<file path="src/iwr_defines.svh">
`ifndef IWR_DEFINES_SVH
`define IWR_DEFINES_SVH

// ****************************************
// Slave address
// ****************************************
`define IWR_ADDR_FIXED 5'h0F
`define IWR_RW_WRITE 1'h0

// ****************************************
// Strap codes for the two variable address bits
// ****************************************
`define IWR_STRAP_GND 2'h0
`define IWR_STRAP_SCL 2'h1
`define IWR_STRAP_SDA 2'h2
`define IWR_STRAP_VCC 2'h3

// ****************************************
// Byte framing
// ****************************************
`define IWR_BIT_LAST 4'h8
`define IWR_PTR_RST 8'h00

// ****************************************
// Output frequency register
// ****************************************
`define IWR_FREQ_REG_ADDR 8'h4B
`define IWR_FREQ_LOW_VAL 8'h00
`define IWR_FREQ_HIGH_VAL 8'h01

`endif

</file>
<file path="src/iwr_pkg.sv">
package iwr_pkg;

    typedef enum logic [2:0] {
        ST_IDLE = 3'b000,
        ST_ADDR = 3'b001,
        ST_REG = 3'b010,
        ST_DATA = 3'b011,
        ST_IGNORE = 3'b100
    } iwr_state_t;

    typedef struct packed {
        logic [7:0] addr;
        logic [7:0] data;
    } iwr_wr_t;

endpackage : iwr_pkg

</file>
<file path="src/iwr_slave.sv">
// Overview of operation
// Answer address 01111, two strap bits, then the direction bit.
// Master always sends direction bit zero; reads are not offered.
// Strap pin: ground 00, supply 11, clock line 01, data line 10.
// Master keeps the serial clock at or below 400 kHz; the test master runs it at 1.25 MHz (800 ns period).
// Data is sampled while the clock line is high.
// Data line idles high between transfers.
// Data falling with clock high is a start; address compare begins.
// Address byte arrives MSB first, stable while clock is high.
// On address match, hold data low through the acknowledge pulse.
// Master stops and abandons the transfer when no acknowledge.
// Register address byte follows the address acknowledge, MSB first.
// Acknowledge the register address byte.
// Data bytes follow, MSB first, valid while clock is high.
// Acknowledge every received data byte.
// Data rising with clock high is a stop; transaction ends.
// Pointer increments by one during each data acknowledge.
// Register 0x4B value 0x00 selects low, 0x01 high PWM frequency.
// On address mismatch stay released and ignore until next start.
// Release the data line as soon as the acknowledge pulse ends.
`timescale 1ns/1ps
`default_nettype none
`include "iwr_defines.svh"

module iwr_slave (
    // Clock, reset, enable
    input wire logic clock,
    input wire logic rst_n,
    input wire logic ce,
    // Serial bus pins
    input wire logic scl_i,
    input wire logic sda_i,
    output logic sda_o,
    output logic sda_oe,
    // Address strap pin
    input wire logic ad_i,
    // Register write port
    output logic wr_valid,
    output iwr_pkg::iwr_wr_t wr,
    // Frequency select
    output logic pwm_freq_high
);
    import iwr_pkg::*;

    // ****************************************
    // Pin synchronisers
    // ****************************************
    logic scl_s1_q, scl_s2_q, scl_p_q;
    logic sda_s1_q, sda_s2_q, sda_p_q;
    logic ad_s1_q, ad_s2_q, ad_p_q;

    always_ff @(posedge clock) begin
        if (!rst_n) begin
            {scl_s1_q, scl_s2_q, scl_p_q} <= 3'h7;
            {sda_s1_q, sda_s2_q, sda_p_q} <= 3'h7;
            {ad_s1_q, ad_s2_q, ad_p_q} <= 3'h0;
        end else if (ce) begin
            {scl_s1_q, scl_s2_q, scl_p_q} <= {scl_i, scl_s1_q, scl_s2_q};
            {sda_s1_q, sda_s2_q, sda_p_q} <= {sda_i, sda_s1_q, sda_s2_q};
            {ad_s1_q, ad_s2_q, ad_p_q} <= {ad_i, ad_s1_q, ad_s2_q};
        end
    end

    logic scl_rise, scl_fall, start_det, stop_det;
    assign scl_rise = ce && scl_s2_q && !scl_p_q;
    assign scl_fall = ce && !scl_s2_q && scl_p_q;
    // start detect
    assign start_det = ce && scl_s2_q && scl_p_q && sda_p_q && !sda_s2_q;
    // stop detect
    assign stop_det = ce && scl_s2_q && scl_p_q && !sda_p_q && sda_s2_q;

    // ****************************************
    // Strap decode
    // ****************************************
    // Pin tied to a bus line is told apart by watching it follow that line
    logic ad_hi_q, ad_sda_q, ad_lo_seen_q, ad_lo_q;
    logic [1:0] strap_selected_addr_bits;

    always_ff @(posedge clock) begin
        if (!rst_n) begin
            ad_hi_q <= 1'b0;
            ad_sda_q <= 1'b0;
            ad_lo_seen_q <= 1'b0;
            ad_lo_q <= 1'b0;
        end else if (start_det) begin
            ad_hi_q <= ad_s2_q;
            ad_sda_q <= ad_p_q && !ad_s2_q;
            ad_lo_seen_q <= 1'b0;
        end else if (ce && !scl_s2_q && !scl_p_q && !ad_lo_seen_q) begin
            ad_lo_seen_q <= 1'b1;
            ad_lo_q <= ad_s2_q;
        end
    end

    // strap decode
    always_comb begin
        if (ad_sda_q)
            strap_selected_addr_bits = `IWR_STRAP_SDA;
        else if (!ad_hi_q)
            strap_selected_addr_bits = `IWR_STRAP_GND;
        else if (!ad_lo_q)
            strap_selected_addr_bits = `IWR_STRAP_SCL;
        else
            strap_selected_addr_bits = `IWR_STRAP_VCC;
    end

    // ****************************************
    // Byte receiver and sequencer
    // ****************************************
    iwr_state_t state_q;
    logic [7:0] shift_q, ptr_q;
    logic [3:0] cnt_q;
    logic ack_q;
    logic byte_done, addr_match, rw_direction_bit;

    assign byte_done = scl_fall && !ack_q && (cnt_q == `IWR_BIT_LAST);
    assign rw_direction_bit = shift_q[0];
    // address compare, R2 reads refused
    assign addr_match = (shift_q[7:3] == `IWR_ADDR_FIXED)
        && (shift_q[2:1] == strap_selected_addr_bits)
        && (rw_direction_bit == `IWR_RW_WRITE);

    // Bus activity that belongs to us
    function automatic logic in_frame(input iwr_state_t st);
        in_frame = (st != ST_IDLE) && (st != ST_IGNORE);
    endfunction : in_frame

    // sample on clock high
    always_ff @(posedge clock) begin
        if (!rst_n) begin
            shift_q <= 8'h00;
            cnt_q <= 4'h0;
        end else if (start_det || byte_done) begin
            cnt_q <= 4'h0;
        end else if (scl_rise && !ack_q && cnt_q != `IWR_BIT_LAST
                && in_frame(state_q)) begin
            shift_q <= {shift_q[6:0], sda_s2_q};
            cnt_q <= cnt_q + 4'h1;
        end
    end

    always_ff @(posedge clock) begin
        if (!rst_n) begin
            state_q <= ST_IDLE;
            ack_q <= 1'b0;
            sda_oe <= 1'b0;
        end else if (start_det) begin
            state_q <= ST_ADDR;
            ack_q <= 1'b0;
            sda_oe <= 1'b0;
        // stop ends transaction
        end else if (stop_det) begin
            state_q <= ST_IDLE;
            ack_q <= 1'b0;
            sda_oe <= 1'b0;
        end else if (byte_done) begin
            // mismatch stays released
            if (state_q == ST_ADDR && !addr_match) begin
                state_q <= ST_IGNORE;
            // acknowledge
            end else if (in_frame(state_q)) begin
                ack_q <= 1'b1;
                sda_oe <= 1'b1;
            end
        // release after pulse
        end else if (scl_fall && ack_q) begin
            ack_q <= 1'b0;
            sda_oe <= 1'b0;
            case (state_q)
                ST_ADDR: begin
                    state_q <= ST_REG;
                end
                ST_REG: begin
                    state_q <= ST_DATA;
                end
                default: begin
                    state_q <= state_q;
                end
            endcase
        end
    end

    // ****************************************
    // Register writes and pointer
    // ****************************************
    always_ff @(posedge clock) begin
        if (!rst_n) begin
            ptr_q <= `IWR_PTR_RST;
            wr_valid <= 1'b0;
            wr <= '0;
        end else if (ce) begin
            wr_valid <= 1'b0;
            if (byte_done && state_q == ST_REG) begin
                ptr_q <= shift_q;
            end else if (byte_done && state_q == ST_DATA) begin
                wr_valid <= 1'b1;
                wr <= '{addr: ptr_q, data: shift_q};
                // pointer increment
                ptr_q <= ptr_q + 8'h01;
            end
        end
    end

    // frequency select
    always_ff @(posedge clock) begin
        if (!rst_n) begin
            pwm_freq_high <= 1'b0;
        end else if (ce && wr_valid && wr.addr == `IWR_FREQ_REG_ADDR) begin
            pwm_freq_high <= (wr.data == `IWR_FREQ_HIGH_VAL);
        end
    end

    // Open drain: only ever pulls low
    always_ff @(posedge clock) begin
        if (!rst_n) begin
            sda_o <= 1'b0;
        end else if (ce) begin
            sda_o <= 1'b0;
        end
    end
endmodule : iwr_slave

`default_nettype wire

</file>
<file path="config.mk">
export PLATFORM = sky130hd
export DESIGN_NAME = iwr_slave
export DESIGN_NICKNAME = d
export VERILOG_FILES = /design/src/iwr_pkg.sv /design/src/iwr_slave.sv
export VERILOG_INCLUDE_DIRS = /design/src
export SDC_FILE = /design/constraint.sdc
export NUM_CORES = 1
export LEC_CHECK = 0
export ABC_AREA = 1
export BUFFER_PORTS_ARGS = -buffer_cell sky130_fd_sc_hd__buf_2
export CORE_ASPECT_RATIO = 0.6
export CORE_MARGIN = 3
export CORE_UTILIZATION = 45
export CTS_BUF_LIST = sky130_fd_sc_hd__clkbuf_4
export DETAILED_ROUTE_END_ITERATION = 12
export PLACE_DENSITY_LB_ADDON = 0.3
export SLEW_MARGIN = 25
export SYNTH_ARGS = -nofsm -noshare
export SYNTH_HDL_FRONTEND = slang
export SYNTH_SLANG_ARGS = --single-unit
</file>
<file path="constraint.sdc">
create_clock -name clock -period 3.35 [get_ports clock]
set_input_delay 0.1675 -clock clock [delete_from_list [all_inputs] [get_ports clock]]
set_output_delay 0.1675 -clock clock [all_outputs]
set_load 0.1 [all_outputs]
</file>
* Yosys cells after proc, flatten, opt, wreduce, memory -nomap -nowiden *
Cells that the tools add are included.

storage, ports and cells
  output and inout bits = 20
  input bits = 6
  flip-flop bits (word level) = 55
  word-level logic and storage cells = 112

cells by class
  eq/ne operators = 14
  reductions and logical operators = 51
  $add $sub $neg = 2
  muxes and demuxes = 17
  bitwise gates (word level) = 5

operators by type and width
  cell                                                                    count
  1-bit logical AND                                                       26
  8-bit 2-to-1 mux                                                        2
  3-bit AND reduction                                                     4
  3-bit 2-to-1 mux                                                        3
  8-bit by 1-bit adder with 8-bit output (second input constant)          1
  8-bit by 1-bit equality test with 1-bit output (second input constant)  1
  8-bit by 7-bit equality test with 1-bit output (second input constant)  1
  1-bit logical NOT                                                       8
  1-bit 2-to-1 mux                                                        8
  3-bit by 2-bit equality test with 1-bit output (second input constant)  2
  2-bit 2-to-1 mux                                                        3
  3-bit one-hot mux with 2 select lines                                   1
  2-bit AND reduction                                                     3
  3-bit nonzero test                                                      2
  5-bit by 4-bit equality test with 1-bit output (second input constant)  1
  1-bit NOT                                                               5
  5-bit nonzero test                                                      1
  4-bit by 1-bit adder with 4-bit output (second input constant)          1
  4-bit equality test (second input constant)                             1
  2-bit by 1-bit != test with 1-bit output (second input constant)        2
  4-bit by 3-bit != test with 1-bit output (second input constant)        1
  4-bit != test (second input constant)                                   1
  2-bit nonzero test                                                      2
  4-bit nonzero test                                                      1
  other kinds (7)                                                         8

* Depth between registers and ports, before layout *
  depth after elaboration = 12
  mapped depth = 11
  gate-level depth less buffers = 11

* Worst setup path before layout *
No wires, ideal clock.

  kind = register to register
  start = reg ack_q
  end = reg wr[4] in the netlist's numbering
  stages on the path, launching flop included = 9
  period minus slack after synthesis = 1.862 ns
  data required time = 3.234 ns
  data arrival time = 1.745 ns
  setup time = 0.116 ns
  path buffers = 1
  slack = 1.488 ns
  cell sequence = dfxtp_1 nor2_4 nand2_4 nor2_4 nand2_4 clkinv_4 buf_4 o21ai_1 nor2_1

between the ends
  longest elaborated chain between the ends = 6
  elaborated cells between the ends (all ways) = 7
  those cells by class = 1 x bitwise; 6 x reduce/logical

ends and longest elaborated chain
  what                               RTL line          source
  from (decl)                        iwr_slave.sv:113  logic ack_q;
  from (signal assigned)             iwr_slave.sv:145  ack_q <= 1'b0;
  from (signal assigned)             iwr_slave.sv:149  ack_q <= 1'b0;
  from (signal assigned)             iwr_slave.sv:154  ack_q <= 1'b0;
  1-bit logical NOT *                iwr_slave.sv:116  assign byte_done = scl_fall && !ack_q && (cnt_q == `IWR_BIT_LAST);
  1-bit logical AND * (2 in series)  iwr_slave.sv:116
  1-bit logical AND                  iwr_slave.sv:193  if (byte_done && state_q == ST_REG) begin
  1-bit NOT (no line)                --
  3-bit AND reduction (no line) *    --
  to (signal assigned)               iwr_slave.sv:197  wr <= '{addr: ptr_q, data: shift_q};
  to (decl)                          iwr_slave.sv:39   output iwr_pkg::iwr_wr_t wr,

Mark *: on every way between the ends. The rest lies on a longest branch, timed or not.
A chain may end at the register's enable or synchronous reset.

* Worst setup path after layout *
  start = reg state_q[0]
  end = reg cnt_q[2]

between the ends
  longest elaborated chain between the ends = 3
  elaborated cells between the ends (all ways) = 4
  those cells by class = 1 x eq/ne; 3 x reduce/logical

ends and longest elaborated chain
  what                                                 RTL line          source
  from (decl)                                          iwr_slave.sv:110  iwr_state_t state_q;
  from (signal assigned)                               iwr_slave.sv:177  state_q <= state_q;
  3-bit != test or 3-bit nonzero test (tied branches)  iwr_slave.sv:125  in_frame = (st != ST_IDLE) && (st != ST_IGNORE);
  1-bit logical AND *                                  iwr_slave.sv:125
  1-bit logical AND *                                  iwr_slave.sv:135  end else if (scl_rise && !ack_q && cnt_q != `IWR_BIT_LAST
  to (signal assigned)                                 iwr_slave.sv:138  cnt_q <= cnt_q + 4'h1;
  to (decl)                                            iwr_slave.sv:112  logic [3:0] cnt_q;

Marks and branches as above.

==> impl_results.md <==
* Synth Cell Area at about 2400 um^2
* Fin crit period at about 1.8 ns
* Slew at the pin closest to its max-slew limit at 0.514 ns
* Worst clock skew at 0.00623 ns
* # DRC at 0
* Core area at 4870 um^2
* Synthesized flop and latch total at between 50 and 60
* CP Class: reg -> reg
* Clock network latency to the later pin of the worst-skew pair at roughly 0.36 ns
* Final count of hold timing violations at 0
* Tcrit/Tclk final at around 55%
* Row cnt at 19
* Nets at 354
* Layout cells sized above 1 at approximately an eighth
* RSZ-0062 raised after global routing: no
* Setup violations, final at 0
* Die Width at 101 um
* Peak supply drop at 0.196 mV
* DP Cell Count at 400
* HP Class: in -> reg
* Initial Util at 49.6%
* WP data required at around 3.6 ns
* Fmax at around 0.55 GHz
* Clk buf depth at 2
* Syn Area/Cell at roughly 7.5 um^2
* Yosys warns at 0
* Min Hold Slack at between 0.015 and 0.02 ns
* Gr ovfl total at 0
* Routed wire length at 5470 um
* Setup TNS at 0 ns
* Worst R2R Start: state_q[0]
* Power Density at 434 nW/um^2
* First-pass GRT wire length at roughly 9600 um
* Hold path start: ad_i
* Clk sinks at 55
* Cts bufs inserted at 5
* Largest net degree at the start of global routing at 37
* CTS H-Tree Depth at 2
* EDFF count, synth at 0
* Slew HR at 65.7%
* Final std cells w/o fill at 409
* Ports at 26
* Synth Flop Type: dfxtp_1
* CTS root buffer: clkbuf_4
* N_diodes at 0
* Setup crit start: state_q[0]
* Post-route ant nets at 0
* Most frequent cells in the layout: dfxtp_1 (55), nand2_1 (43), a21oi_1 (43)
* Vias at 2,131
* Setup crit end kind: flop
* IO Port Bufs at 24
* LEAKAGE at 1.14 nW
* Clk pin slew, worst setup/hold paths at approximately 0.15 ns
* Synth Instances at between 300 and 400
* Vias/cell at around 5.2
* Die H at 62.8 um
* Vias in the first global route at between 1.5k and 2k
* Reg2Reg Setup Slack at between 1.5 and 2 ns
* GPL Wtd Cong at 0.945
* 1st-iter DRT viols at around 150
* Initial antenna violation count at 0
* Syn Nets at ~330
* Die area at approximately 6300 um^2
* MaxCap Viol Count at 0
* WP data arrival at around 2.1 ns
* Slew Viols, Final at 0
* Worst-path maximum fanout at 16
* Share of synthesized registers carrying an async set or reset at 0%
* Seq/Total Area, Yosys at a little under half
* Post-CTS Resized at 0
* Final total power at ~1.2 mW
* Routed WL per cell at ~13 um
* CTS tree: built
* Cell variety after synth at 32
* Initial DRT Pass Iterations at 5
* Commonest non-fill, non-tap cell in the layout: dfxtp_1
* Gr usage total at 18.6%
* Dpl hpwl at roughly 4100 um
* CP Launch Type: flop
* Area Overhead vs Synth at 10.2%
* Status: completed
[metrics by stage]
stage               worst slack (ns)  util [%]  area [um^2]
finish                          1.52      54.7         2670
global route                    1.30      54.7         2670
CTS                             1.53      54.7         2670
detailed placement              1.44      52.3         2550
global placement                1.51      52.3         2550
floorplan                       1.49         -         2420
[worst paths after layout]
| check | cells after the start | end |
|---|---|---|
| setup / recovery | 7 | cnt_q[2] |
| hold / removal | 3 | ad_s1_q |
| setup reg to reg | 7 | cnt_q[2] |
| hold reg to reg | 2 | pwm_freq_high |
[worst max-delay path, cell delays in order (launching register included)]
cell and delay [ns]:
dfxtp_1 0.56, nor2_1 0.11, nor4_1 0.26, nand2_1 0.35, inv_2 0.20, nand2_1 0.08, o21ai_1 0.13, a21oi_1 0.05
[cells in the mapped netlist, types with 2 or more instances]
cell	count	area [um^2]
a211oi_1	2	15.0
a21oi_1	43	215
a31oi_1	2	12.5
buf_2	2	10.0
buf_4	2	15.0
buf_6	2	22.5
clkbuf_1	5	18.8
dfxtp_1	55	1100
ha_1	3	37.5
inv_1	42	158
inv_2	2	7.51
nand2_1	43	161
nand2_4	2	22.5
nand3_1	17	85.1
nand4_1	5	31.3
nor2_1	29	109
nor2_4	2	22.5
nor3_1	4	20.0
nor4_1	3	18.8
o211ai_1	2	15.0
o21ai_0	42	210
o21ai_1	4	20.0
xnor2_1	2	17.5
[kinds of logic after synthesis]
kind of cell | Yosys count | share of synthesized area [%]
other cells | 1 | 0.155
compound gates | 96 | 20.5
fa+ha+maj | 3 | 1.55
flops | 55 | 45.5
buf+inv | 56 | 9.93
simple gates | 110 | 21.3
xor+xnor | 3 | 1.09
[metal layers]
metal	routed length, um	global-route usage [%]
met4	25	2.86
met5	0	0
met3	394	4.12
met1	2950	30.8
met2	2100	23.9
[power by group]
part | switching [mW] | internal, mW | total (mW)
Combinational | 0.0362 | 0.0139 | 0.0501
Clock | 0.198 | 0.241 | 0.439
Sequential | 0.00621 | 0.663 | 0.669
[flip-flops by register name, summed over array words and instances (netlist names), 3 cells and up]
register	cells
wr	16
ptr_q	8
shift_q	8
cnt_q	4
state_q	3
[what timing repair did]
| action | 4_1_cts | 5_1_grt |
|---|---|---|
| buffers inserted | 0 | 0 |
| endpoints found under the hold margin | 1 | 0 |
| hold buffers | 1 | 0 |
[area by class of cell]
type / instances / area [um^2]
Fill cell: 493 / 2210
Sequential cell: 55 / 1100
Multi-Input combinational cell: 213 / 1080
Inverter: 45 / 174
Timing Repair Buffer: 25 / 130
Tap cell: 63 / 78.8
Clock inverter: 2 / 60.1
Clock buffer: 6 / 45.0
Power figures use the tool's default switching activity.
